File: config.mk
export PLATFORM = sky130hd
export DESIGN_NAME = fapf_ctrl
export DESIGN_NICKNAME = d
export VERILOG_FILES = /design/src/shared/fapf_pkg.sv /design/src/verilog/fapf_ctrl.sv
export SDC_FILE = /design/constraint.sdc
export NUM_CORES = 1
export LEC_CHECK = 0
export ABC_AREA = 1
export ABC_CLOCK_PERIOD_IN_PS = 4300
export BUFFER_PORTS_ARGS = -buffer_cell sky130_fd_sc_hd__buf_2
export CAP_MARGIN = 20
export CORE_MARGIN = 5
export CORE_UTILIZATION = 25
export CTS_BUF_LIST = sky130_fd_sc_hd__clkbuf_8
export CTS_CLUSTER_SIZE = 12
export DETAILED_ROUTE_END_ITERATION = 7
export SETUP_SLACK_MARGIN = 0.4
export SYNTH_ARGS = -nofsm -noshare
export SYNTH_HDL_FRONTEND = slang
export SYNTH_SLANG_ARGS = --single-unit
File: constraint.sdc
create_clock -name clock -period 4.3 [get_ports clock]
set_input_delay 0.86 -clock clock [delete_from_list [all_inputs] [get_ports clock]]
set_output_delay 0.86 -clock clock [all_outputs]
set_load 0.05 [all_outputs]
File: src/shared/fapf_pkg.sv
package fapf_pkg;

	// ----------------------------------------
	// Register map
	// ----------------------------------------
	localparam logic [3:0]  ADDR_TIMEOUT_CFG = 4'h4;
	localparam logic [3:0]  ADDR_POWER_CTRL  = 4'h5;
	localparam logic [3:0]  ADDR_FILTER_CFG  = 4'h6;
	localparam logic [3:0]  ADDR_STATUS      = 4'h7;
	localparam int          DATA_W           = 24;

	// ----------------------------------------
	// fast_acquire_timeout_config fields
	// ----------------------------------------
	localparam int          TMO_LSB          = 0;
	localparam int          TMO_W            = 14;
	localparam int          FPC_LSB          = 14;
	localparam int          FPC_W            = 4;
	localparam int          CNT_W            = 15;
	localparam logic [13:0] TMO_MIN_COUNT    = 14'h0004;
	localparam logic [13:0] TMO_HIZ          = 14'h0000;
	localparam logic [13:0] TMO_ALWAYS_ON    = 14'h0001;
	localparam logic [13:0] TMO_DRIVE_LOW    = 14'h0002;
	localparam logic [13:0] TMO_DRIVE_HIGH   = 14'h0003;

	// ----------------------------------------
	// power_enable_control fields
	// ----------------------------------------
	localparam int          PWR_W            = 7;
	localparam int          PWR_LSB          = 0;
	localparam int          REG_RST_BIT      = 7;

	// ----------------------------------------
	// loop_filter_config fields
	// ----------------------------------------
	localparam int          CAP_LSB          = 0;
	localparam int          R3F_LSB          = 3;
	localparam int          R3_LSB           = 5;
	localparam int          R4F_LSB          = 7;
	localparam int          R4S_LSB          = 9;
	localparam int          FEN_BIT          = 11;

	// ----------------------------------------
	// Reset values
	// ----------------------------------------
	localparam logic [13:0] RST_TMO          = 14'h0000;
	localparam logic [3:0]  RST_FPC          = 4'h0;
	localparam logic [6:0]  RST_PWR          = 7'h00;
	localparam logic [2:0]  RST_CAP          = 3'h0;
	localparam logic [1:0]  RST_RES          = 2'h0;
	localparam logic        RST_FEN          = 1'b0;

	// Capacitor selections: 0=50 pF, 1=100 pF, 2=150 pF
	localparam logic [1:0]  CAP_50           = 2'h0;
	localparam logic [1:0]  CAP_100          = 2'h1;
	localparam logic [1:0]  CAP_150          = 2'h2;

endpackage

File: src/verilog/fapf_ctrl.sv
// Decided for this implementation: strobed register access and the register addresses.
`timescale 1ns/1ps

module fapf_ctrl
	import fapf_pkg::*;
(
	input  wire logic              clock,
	input  wire logic              nrst,
	input  wire logic [3:0]        addr,
	input  wire logic [DATA_W-1:0] wdata,
	input  wire logic              wr_stb,
	input  wire logic              rd_stb,
	output logic      [DATA_W-1:0] rdata,
	input  wire logic              pd_tick,
	input  wire logic              freq_write,
	input  wire logic [3:0]        steady_pump_current_code,
	output logic                   fast_acquire_pin_o,
	output logic                   fast_acquire_pin_oe,
	output logic                   fast_acquire_active,
	output logic [3:0]             pump_current_code,
	output logic [4:0]             pump_current_mult,
	output logic [1:0]             third_pole_resistor_sel,
	output logic [1:0]             fourth_pole_resistor_sel,
	output logic [1:0]             third_pole_cap_sel,
	output logic [1:0]             fourth_pole_cap_sel,
	output logic                   filter_poles_enable,
	output logic                   synth_loop_power_enable,
	output logic                   oscillator_core_power_enable,
	output logic                   reference_osc_power_enable,
	output logic                   oscillator_regulator_enable,
	output logic                   loop_regulator_one_enable,
	output logic                   loop_regulator_two_enable,
	output logic                   digital_regulator_enable
);

	// ----------------------------------------
	// Reset release
	// ----------------------------------------
	logic [1:0] rst_sync_ff;
	logic       rst_n;

	// Asserts at once; release waits for two clock edges so no flop sees a runt
	always_ff @(posedge clock or negedge nrst) begin
		if (!nrst) begin
			rst_sync_ff <= 2'h0;
		end else begin
			rst_sync_ff <= {rst_sync_ff[0], 1'b1};
		end
	end
	assign rst_n = rst_sync_ff[1];

	// ----------------------------------------
	// Register file
	// ----------------------------------------
	logic [13:0]      acquire_timeout_count_ff;
	logic [3:0]       fast_pump_current_code_ff;
	logic [PWR_W-1:0] power_en_ff;
	logic             reg_rst_ff;
	logic [2:0]       filter_capacitor_code_ff;
	logic [1:0]       third_pole_resistor_code_ff;
	logic [1:0]       third_pole_fast_resistor_code_ff;
	logic [1:0]       fourth_pole_resistor_code_ff;
	logic [1:0]       fourth_pole_fast_resistor_code_ff;
	logic             filter_poles_enable_ff;
	logic             wr_pwr;
	logic             soft_rst;
	logic             wr_ok;

	// ----------------------------------------
	// Write decode
	// ----------------------------------------
	// Power writes stay open while the reset bit is held, so the release write lands
	assign wr_pwr   = wr_stb && (addr == ADDR_POWER_CTRL);
	assign soft_rst = wr_pwr && wdata[REG_RST_BIT];
	// Other registers stay at defaults while the reset bit is held
	assign wr_ok    = wr_stb && !reg_rst_ff && !soft_rst;

	always_ff @(posedge clock or negedge rst_n) begin
		if (!rst_n) begin
			power_en_ff <= RST_PWR;
			reg_rst_ff  <= 1'b0;
		end else if (wr_pwr) begin
			// Enables default off; the write that clears the reset bit also loads them
			reg_rst_ff  <= wdata[REG_RST_BIT];
			power_en_ff <= wdata[REG_RST_BIT] ? RST_PWR : wdata[PWR_LSB +: PWR_W];
		end
	end

	always_ff @(posedge clock or negedge rst_n) begin
		if (!rst_n) begin
			acquire_timeout_count_ff  <= RST_TMO;
			fast_pump_current_code_ff <= RST_FPC;
		end else if (soft_rst) begin
			acquire_timeout_count_ff  <= RST_TMO;
			fast_pump_current_code_ff <= RST_FPC;
		end else if (wr_ok && addr == ADDR_TIMEOUT_CFG) begin
			acquire_timeout_count_ff  <= wdata[TMO_LSB +: TMO_W];
			fast_pump_current_code_ff <= wdata[FPC_LSB +: FPC_W];
		end
	end

	always_ff @(posedge clock or negedge rst_n) begin
		if (!rst_n) begin
			filter_capacitor_code_ff          <= RST_CAP;
			third_pole_fast_resistor_code_ff  <= RST_RES;
			third_pole_resistor_code_ff       <= RST_RES;
			fourth_pole_fast_resistor_code_ff <= RST_RES;
			fourth_pole_resistor_code_ff      <= RST_RES;
			filter_poles_enable_ff            <= RST_FEN;
		end else if (soft_rst) begin
			filter_capacitor_code_ff          <= RST_CAP;
			third_pole_fast_resistor_code_ff  <= RST_RES;
			third_pole_resistor_code_ff       <= RST_RES;
			fourth_pole_fast_resistor_code_ff <= RST_RES;
			fourth_pole_resistor_code_ff      <= RST_RES;
			filter_poles_enable_ff            <= RST_FEN;
		end else if (wr_ok && addr == ADDR_FILTER_CFG) begin
			filter_capacitor_code_ff          <= wdata[CAP_LSB +: 3];
			third_pole_fast_resistor_code_ff  <= wdata[R3F_LSB +: 2];
			third_pole_resistor_code_ff       <= wdata[R3_LSB +: 2];
			fourth_pole_fast_resistor_code_ff <= wdata[R4F_LSB +: 2];
			fourth_pole_resistor_code_ff      <= wdata[R4S_LSB +: 2];
			filter_poles_enable_ff            <= wdata[FEN_BIT];
		end
	end

	// ----------------------------------------
	// Timeout counter
	// ----------------------------------------
	logic [CNT_W-1:0] timeout_cnt_ff;
	logic             counting_ff;
	logic             count_mode;
	logic             fast_on;

	// Fifteen bits hold twice the largest field
	assign count_mode = (acquire_timeout_count_ff >= TMO_MIN_COUNT);

	always_ff @(posedge clock or negedge rst_n) begin
		if (!rst_n) begin
			timeout_cnt_ff <= '0;
			counting_ff    <= 1'b0;
		end else if (soft_rst) begin
			// Register reset stops a running count on the same edge
			timeout_cnt_ff <= '0;
			counting_ff    <= 1'b0;
		end else if (!count_mode) begin
			// Small field values never start the count
			timeout_cnt_ff <= '0;
			counting_ff    <= 1'b0;
		end else if (freq_write) begin
			// Restart wins over a coincident tick
			timeout_cnt_ff <= {acquire_timeout_count_ff, 1'b0};
			counting_ff    <= 1'b1;
		end else if (counting_ff && pd_tick) begin
			timeout_cnt_ff <= timeout_cnt_ff - 15'h0001;
			if (timeout_cnt_ff == 15'h0001) begin
				counting_ff <= 1'b0;
			end
		end
	end

	// Gated by the field: lowering it to 0, 2 or 3 ends fast mode at once,
	// not one cycle later when the stale count flag clears
	assign fast_on = (counting_ff && count_mode) || (acquire_timeout_count_ff == TMO_ALWAYS_ON);

	// ----------------------------------------
	// Pin and steering
	// ----------------------------------------
	function automatic logic [1:0] cap_sel(input logic [2:0] code, input logic upper);
		logic [3:0] pair;
		pair = {CAP_50, CAP_150};
		unique case (code)
			3'h0: pair = {CAP_50, CAP_50};
			3'h1: pair = {CAP_50, CAP_100};
			3'h3: pair = {CAP_100, CAP_50};
			3'h4: pair = {CAP_150, CAP_50};
			3'h5: pair = {CAP_100, CAP_100};
			// Codes 2, 6 and 7 share one pair
			default: pair = {CAP_50, CAP_150};
		endcase
		return upper ? pair[3:2] : pair[1:0];
	endfunction

	logic       pin_o_ff;
	logic       pin_oe_ff;
	logic       nxt_pin_o;
	logic       nxt_pin_oe;

	always_comb begin
		nxt_pin_o  = 1'b0;
		nxt_pin_oe = 1'b0;
		unique case (acquire_timeout_count_ff)
			TMO_HIZ:        nxt_pin_oe = 1'b0;
			TMO_ALWAYS_ON:  nxt_pin_oe = 1'b1;
			TMO_DRIVE_LOW:  nxt_pin_oe = 1'b1;
			TMO_DRIVE_HIGH: begin
				nxt_pin_oe = 1'b1;
				nxt_pin_o  = 1'b1;
			end
			// Counting grounds the pin; idle leaves it released
			default:        nxt_pin_oe = counting_ff;
		endcase
	end

	logic [3:0] pump_ff;
	logic [1:0] r3_ff;
	logic [1:0] r4s_ff;

	always_ff @(posedge clock or negedge rst_n) begin
		if (!rst_n) begin
			pin_o_ff  <= 1'b0;
			pin_oe_ff <= 1'b0;
		end else begin
			pin_o_ff  <= nxt_pin_o;
			pin_oe_ff <= nxt_pin_oe;
		end
	end

	// Steering is registered: selections follow the mode one cycle late
	always_ff @(posedge clock or negedge rst_n) begin
		if (!rst_n) begin
			pump_ff   <= 4'h0;
			r3_ff     <= 2'h0;
			r4s_ff    <= 2'h0;
		end else begin
			pump_ff   <= fast_on ? fast_pump_current_code_ff : steady_pump_current_code;
			r3_ff     <= fast_on ? third_pole_fast_resistor_code_ff : third_pole_resistor_code_ff;
			r4s_ff    <= fast_on ? fourth_pole_fast_resistor_code_ff : fourth_pole_resistor_code_ff;
		end
	end

	// ----------------------------------------
	// Outputs
	// ----------------------------------------
	assign fast_acquire_pin_o           = pin_o_ff;
	assign fast_acquire_pin_oe          = pin_oe_ff;
	assign fast_acquire_active          = fast_on;
	assign pump_current_code            = pump_ff;
	assign pump_current_mult            = {1'b0, pump_ff} + 5'h01;
	// Bypassed poles: resistors shorted, selections meaningless
	assign third_pole_resistor_sel      = r3_ff;
	assign fourth_pole_resistor_sel     = r4s_ff;
	assign third_pole_cap_sel           = cap_sel(filter_capacitor_code_ff, 1'b1);
	assign fourth_pole_cap_sel          = cap_sel(filter_capacitor_code_ff, 1'b0);
	assign filter_poles_enable          = filter_poles_enable_ff;
	assign synth_loop_power_enable      = power_en_ff[0];
	assign oscillator_core_power_enable = power_en_ff[1];
	assign reference_osc_power_enable   = power_en_ff[2];
	assign oscillator_regulator_enable  = power_en_ff[3];
	assign loop_regulator_one_enable    = power_en_ff[4];
	assign loop_regulator_two_enable    = power_en_ff[5];
	assign digital_regulator_enable     = power_en_ff[6];

	// ----------------------------------------
	// Read port
	// ----------------------------------------
	logic [DATA_W-1:0] rdata_ff;
	logic [DATA_W-1:0] nxt_rdata;
	logic [DATA_W-1:0] status_word;

	// Status: remaining count above the fast-mode flag, read only
	assign status_word = {8'h00, timeout_cnt_ff, fast_on};

	// Fields read back where they were written
	always_comb begin
		nxt_rdata = '0;
		unique case (addr)
			ADDR_TIMEOUT_CFG: nxt_rdata = {6'h00, fast_pump_current_code_ff, acquire_timeout_count_ff};
			ADDR_POWER_CTRL:  nxt_rdata = {16'h0000, reg_rst_ff, power_en_ff};
			ADDR_FILTER_CFG:  nxt_rdata = {12'h000, filter_poles_enable_ff, fourth_pole_resistor_code_ff,
				fourth_pole_fast_resistor_code_ff, third_pole_resistor_code_ff,
				third_pole_fast_resistor_code_ff, filter_capacitor_code_ff};
			ADDR_STATUS:      nxt_rdata = status_word;
			default:          nxt_rdata = '0;
		endcase
	end

	// Data stand in each cycle that follows a strobed cycle; zero otherwise
	always_ff @(posedge clock or negedge rst_n) begin
		if (!rst_n) begin
			rdata_ff <= '0;
		end else begin
			rdata_ff <= rd_stb ? nxt_rdata : '0;
		end
	end
	assign rdata = rdata_ff;

endmodule

# Word level (Yosys, flattened, before mapping)
# Cells that the tools add are included.
[word_totals] regBits=90 inputBits=38 elab_cells=87
[classes] n_addsub=2 n_lt_le_gt_ge=1 n_eq_ne=14 muxes=34 reduce_logical=17
[op_table] cell="$pmux W18 S4" count=1
[op_table] cell="$mux W15" count=4
[op_table] cell="$eq A14 B2 Y1 const B" count=2
[op_table] cell="$mux W14" count=2
[op_table] cell="$mux W24" count=1
[op_table] cell="$mux W2" count=10
[op_table] cell="$pmux W4 S5" count=1
[op_table] cell="$eq A4 B3 Y1 const B" count=4
[op_table] cell="$eq A15 B1 Y1 const B" count=1
[op_table] cell="$sub A15 B1 Y15 const B" count=1
[op_table] cell="$eq A14 B1 Y1 const B" count=1
[op_table] cell="$ge A14 B3 Y1 const B" count=1
[op_table] cell="$logic_not A14 Y1" count=1
[op_table] cell="$mux W4" count=3
[op_table] cell="$logic_and A1 B1 Y1" count=8
[op_table] cell="$mux W1" count=8
[op_table] cell="$ne A4 B3 Y1 const B" count=2
[op_table] cell="$mux W7" count=1
[op_table] cell="$eq A3 B3 Y1 const B" count=2
[op_table] cell="$mux W3" count=2
[op_table] cell="$add A4 B1 Y5 const B" count=1
[op_table] cell="$reduce_bool A2 Y1" count=2
[op_table] cell="$eq A3 B1 Y1 const B" count=1
[op_table] cell="$eq A3 B2 Y1 const B" count=1
[op_table] cell="6 further kinds" count=7

# Depth between registers and ports, before layout
[logic_depth] word_depth=8 mapped_depth=10 mapped_depth_nobuf=10

# Worst setup path after synthesis
# OpenSTA, ideal clock, no wires.
[synth_timing] path_kind="register to output" from="reg filter_capacitor_code_ff[1]" to="out third_pole_cap_sel[0]" t_arrival_ps=1704 path_slack_ps=1736 path_stages_with_launch=4 n_path_buf=0 path_cell_list="dfrtp_1 inv_1 a21oi_1 nor2_1"
[synth_between] elab_chain_cells=2 word_cells_on_any_way=6 cone_classes="eq/ne (4); mux (1); reduce/logical (1)"
[synth_rtl] item="start, declared" line_no="fapf_ctrl.sv:59" text="logic [2:0] filter_capacitor_code_ff;"
[synth_rtl] item="start signal, assigned" line_no="fapf_ctrl.sv:118" text="filter_capacitor_code_ff <= wdata[CAP_LSB +: 3];"
[synth_rtl] item="$eq A3 B3 Y1, or another cell as far along" line_no="fapf_ctrl.sv:172" text="unique case (code)"
[synth_rtl] item="$pmux W4 S5 *"
[synth_rtl] item="end, declared" line_no="fapf_ctrl.sv:24" text="output logic [1:0] third_pole_cap_sel,"
# Every way passes the cells marked *; elsewhere a longest branch is shown, timed or not.

# Worst setup path in the final report
[layout_timing] from="reg acquire_timeout_count_ff[6]" to="out fast_acquire_active"
[layout_between] elab_chain_cells=3 word_cells_on_any_way=4 cone_classes="order compare (1); eq/ne (1); reduce/logical (2)"
[layout_rtl] item="start, declared" line_no="fapf_ctrl.sv:55" text="logic [13:0] acquire_timeout_count_ff;"
[layout_rtl] item="start signal, assigned" line_no="fapf_ctrl.sv:97" text="acquire_timeout_count_ff <= wdata[TMO_LSB +: TMO_W];"
[layout_rtl] item="$ge A14 B3 Y1" line_no="fapf_ctrl.sv:136" text="assign count_mode = (acquire_timeout_count_ff >= TMO_MIN_COUNT);"
[layout_rtl] item="$logic_and A1 B1 Y1" line_no="fapf_ctrl.sv:164" text="assign fast_on = (counting_ff && count_mode) || (acquire_timeout_count_ff == TMO_ALWAYS_ON);"
[layout_rtl] item="$logic_or A1 B1 Y1 *" line_no="fapf_ctrl.sv:164"
[layout_rtl] item="end, declared" line_no="fapf_ctrl.sv:19" text="output logic fast_acquire_active,"
# Marks and branches as above.

==> results.md <==
Logic synthesis:
- The number of synthesized flops with an enable pin is 0.
- The area share of fa/ha/maj cells after synthesis is 0.873%.
- Counting every instance in the synthesized netlist gives 515.
- The fraction of synthesized cell area taken by the top area cell type is 48.9%.
- Sorting the synthesized cells by area gives the leading types as sky130_fd_sc_hd__dfrtp_1, sky130_fd_sc_hd__nand2_1, sky130_fd_sc_hd__inv_1, sky130_fd_sc_hd__o22ai_1, sky130_fd_sc_hd__nand3_1.
- The netlist area before placement is between 4000 and 5000 µm².
- The top flip-flop cell by instance count after synthesis is sky130_fd_sc_hd__dfrtp_1.
- The cell taking the most area after synthesis is sky130_fd_sc_hd__dfrtp_1.
- The synthesized netlist devotes less than 1% of its cell area to XOR and XNOR gates.
- Dividing the synthesized area by the synthesized cell count gives 8.35 µm².
- Of the synthesized area, sequential elements account for between 40% and 50%.
- The post-synthesis cell type count is 36.
- Multiplexer cells account for 0.465% of the synthesized area.
- By area, the combinational part of the netlist is dominated by simple AND/OR/NAND/NOR gates.
- During synthesis, Yosys emitted a total of 0 warnings.
- In this run, synthesis produced a sequential element count of between 80 and 90.
- The proportion of register bits with asynchronous set or reset after synthesis is 100%.
- The complex-gate fraction of the synthesized area is a little over an eighth.
- The simple-gate area share of the yosys netlist is around 24%.

Worst setup path:
- Together, buffers and inverters on the worst path number 1.
- The data arrival time of the critical path is ~1.9 ns.
- Among all stages on the critical path, the largest delay is contributed by sky130_fd_sc_hd__dfrtp_1.
- Walking the worst path, the cells encountered are nor2_1 -> nand2_1 -> nor3_1 -> nand2_1 -> nand2_4 -> buf_2.
- Along the worst path, the maximum fanout reaches 18.
- The critical path class is flip-flop to output port.
- The worst setup path is captured at an output port.
- Among cell families on the critical path, the largest total delay comes from simple AND/OR/NAND/NOR gates.
- The cell type with the highest occurrence count on the critical path is sky130_fd_sc_hd__nand2_1.
- The startpoint kind of the worst setup timing path is a flip-flop.
- On the worst path, the slowest cell contributes a delay of 0.39 ns.
- Data on the critical path is required at its endpoint by 3.44 ns.

Floorplanning:
- The die covers 19,900 µm².
- The die is 141 µm tall.
- The number of I/O pins is 90.
- Measured along the x axis, the die boundary spans between 100 and 150 µm.
- The cell row count is 48.
- The initial utilization of the core area, before any placement, comes to 25.1%.
- The total area inside the core boundary comes to 17,100 µm².

Outcome:
- The run finished with clean final reports.

Final layout:
- The number of antenna diodes in the final layout is 0.
- The final layout net count is 630.
- The most common library cell in the layout ignoring fill and taps is sky130_fd_sc_hd__nand2_1.
- The fraction of final layout cells sized beyond drive strength 1 is roughly a quarter.
- The growth of design area from synthesis to finish is 18.3%.
- The multi-input combinational cell area is between 1500 and 2000 µm².
- The area used by sequential logic in the layout is 2110 µm².
- The finished cells cover 5090 µm².
- The layout has 1,866 filler cells.
- The top cell types in the final layout, fill and taps aside, are sky130_fd_sc_hd__nand2_1, sky130_fd_sc_hd__dfrtp_1, sky130_fd_sc_hd__inv_1, sky130_fd_sc_hd__buf_2, sky130_fd_sc_hd__nor2_1.

Timing:
- The clock skew after layout is 0.0116 ns.
- The transition time of the tightest slew-check pin is 0.738 ns.
- The summed negative setup slack over all endpoints is 0 ns.
- The final max-slew violation count is 0.
- Timing would allow up to 357 MHz.
- Dividing the final minimum period by the clock period gives 65.1%.
- Setup repair after global routing left no endpoint under its margin.
- The worst pin sits at a relative slew slack of 50.8%.
- The hold violation count in the final report is 0.
- The worst path in the final design needs a cycle of 2.80 ns, including I/O delays and setup.
- Setup violations remaining at the end of the flow were counted as 0.

Detailed routing:
- The detailed-router iteration count before antenna repair is 4.
- After the first detailed-routing iteration, the DRC count stood at 230.
- After detailed routing, the total wire length is 11.8 mm.
- Dividing the detail-routed wire length by the instance count gives 14.5 µm.
- The remaining antenna violation count after routing is 0.
- The post-detailed-route via-to-cell ratio is between 4 and 5.
- In the routed design, unresolved DRC markers number 0.
- The total number of vias is approximately 3,600.

CTS:
- The number of buffers created by CTS is 9.
- At the later pin of the worst-skew pair, clock insertion delay measures roughly 0.36 ns.
- The root buffer cell chosen for the clock tree is sky130_fd_sc_hd__clkbuf_8.
- The CTS tree is built.
- The number of clock sinks is 84.
- The number of gates resized after cts is 0.
- After clock tree synthesis, the clock-pin slew on the worst setup and hold paths is 0.09 ns.
- In this run the deepest clock path goes through 2 buffers.
- The count of H-tree levels built during CTS is 3.
- The number of buffers inserted to repair setup after CTS is 0.
- In this run, post-CTS hold repair placed 0 buffers.

Power:
- The power per unit of standard cell area is 568 nW/µm².
- The leakage power summed over all cells is around 2.6 nW.
- The worst-case IR drop observed on VDD is 409 µV.

Place:
- In this run the cell area measured after placement is 4850 µm².
- Once detailed placement completed, the half-perimeter wirelength came to 8.63 mm.
- Routability-driven placement finished with a final weighted congestion of 0.882.
- The number of port buffers is 77.

Global routing:
- The via count of the first global-routing pass is between 3,000 and 4,000.
- Entering global routing, the biggest net connects 83 pins.
- Across every metal layer, demand over resource in global routing totals 12.0%.
- The remaining global-route overflow is 0.
- The first-pass GRT wire length is 18.9 mm.
- The number of antenna violations at the first check in global routing is 1.

Hold path:
- The tightest min-delay check is of the flip-flop to async pin type.

Flow run:
- Across the run, the number of max-cap violations was 0.
[cell type report]
cell class                      instances  share of cell area (%)
Sequential cell                        84                    41.4
Multi-Input combinational cell        330                    34.4
Timing Repair Buffer                   80                    8.41
Inverter                               84                    6.20
Tap cell                              225                    5.53
Clock buffer                            9                    2.43
Clock inverter                          6                    1.62
[cell usage after synthesis, types with 7 or more instances]
cell,number
sky130_fd_sc_hd__a21oi_1,10
sky130_fd_sc_hd__buf_4,8
sky130_fd_sc_hd__dfrtp_1,84
sky130_fd_sc_hd__inv_1,76
sky130_fd_sc_hd__inv_2,8
sky130_fd_sc_hd__nand2_1,93
sky130_fd_sc_hd__nand3_1,44
sky130_fd_sc_hd__nor2_1,52
sky130_fd_sc_hd__nor3_1,7
sky130_fd_sc_hd__o21ai_0,28
sky130_fd_sc_hd__o21ai_2,7
sky130_fd_sc_hd__o22ai_1,36
[stage by stage]
step           power [mW]  util, %  hold slack (ns)  cells  setup slack [ns]
2_1_floorplan        2.02        -            0.331    520              1.74
3_3_place_gp         2.28     28.4            0.336    802              1.83
3_5_place_dp         2.30     28.4            0.340    802              1.78
4_1_cts              2.91     29.6            0.252    817              1.46
5_1_grt              3.07     29.7            0.184    818              1.35
6_report             2.89     29.7            0.163    818              1.50
[worst register-to-register path, stage by stage (launching register included)]
cell and delay, ns:
sky130_fd_sc_hd__dfrtp_1 0.38, sky130_fd_sc_hd__nor2_1 0.39, sky130_fd_sc_hd__nand3_4 0.26, sky130_fd_sc_hd__nand2_4 0.32, sky130_fd_sc_hd__inv_2 0.11, sky130_fd_sc_hd__nand2_1 0.07, sky130_fd_sc_hd__o21ai_1 0.06
[cell families after synthesis]
logic type,count (synthesis)
AOI/OAI and AO/OA,94
muxes,2
xor gates and xnor gates,4
and+or+nand+nor,220
adders and majority gates,3
buffers and inverters,106
other,2
DFF,84
[power by group]
part / switching (mW) / internal, mW / leakage (nW)
clock network: 0.282 / 0.320 / 0.104
registers: 0.162 / 0.986 / 1.06
logic: 0.839 / 0.299 / 1.43
[metal layers]
layer	global-route usage (%)	part of all wire, %
met3	3.36	7.8
met4	2.14	0.65
met5	0	0.17
met2	18.1	43
met1	17.4	48
[sequential cells by signal, summed over array words and instances, names as in the netlist, 3 cells and up]
name / cells
acquire_timeout_count_ff: 14
fast_pump_current_code_ff: 4
filter_capacitor_code_ff: 3
power_en_ff: 7
pump_current_code: 4
rdata: 18
timeout_cnt_ff: 15
[final timing paths]
path / start / to / slack [ns] / cells past startpoint
max in group asynchronous: rst_sync_ff[1] / rdata[16] / 3.53 / 1
min reg2reg: rst_sync_ff[1] / power_en_ff[2] / 0.16 / 0
max reg2reg: reg_rst_ff / acquire_timeout_count_ff[8] / 2.60 / 6
min: rst_sync_ff[1] / power_en_ff[2] / 0.16 / 0
min in group clock: rst_sync_ff[0] / rst_sync_ff[1] / 0.36 / 0
max: acquire_timeout_count_ff[6] / fast_acquire_active / 1.50 / 6
Power figures use the tool's default switching activity.
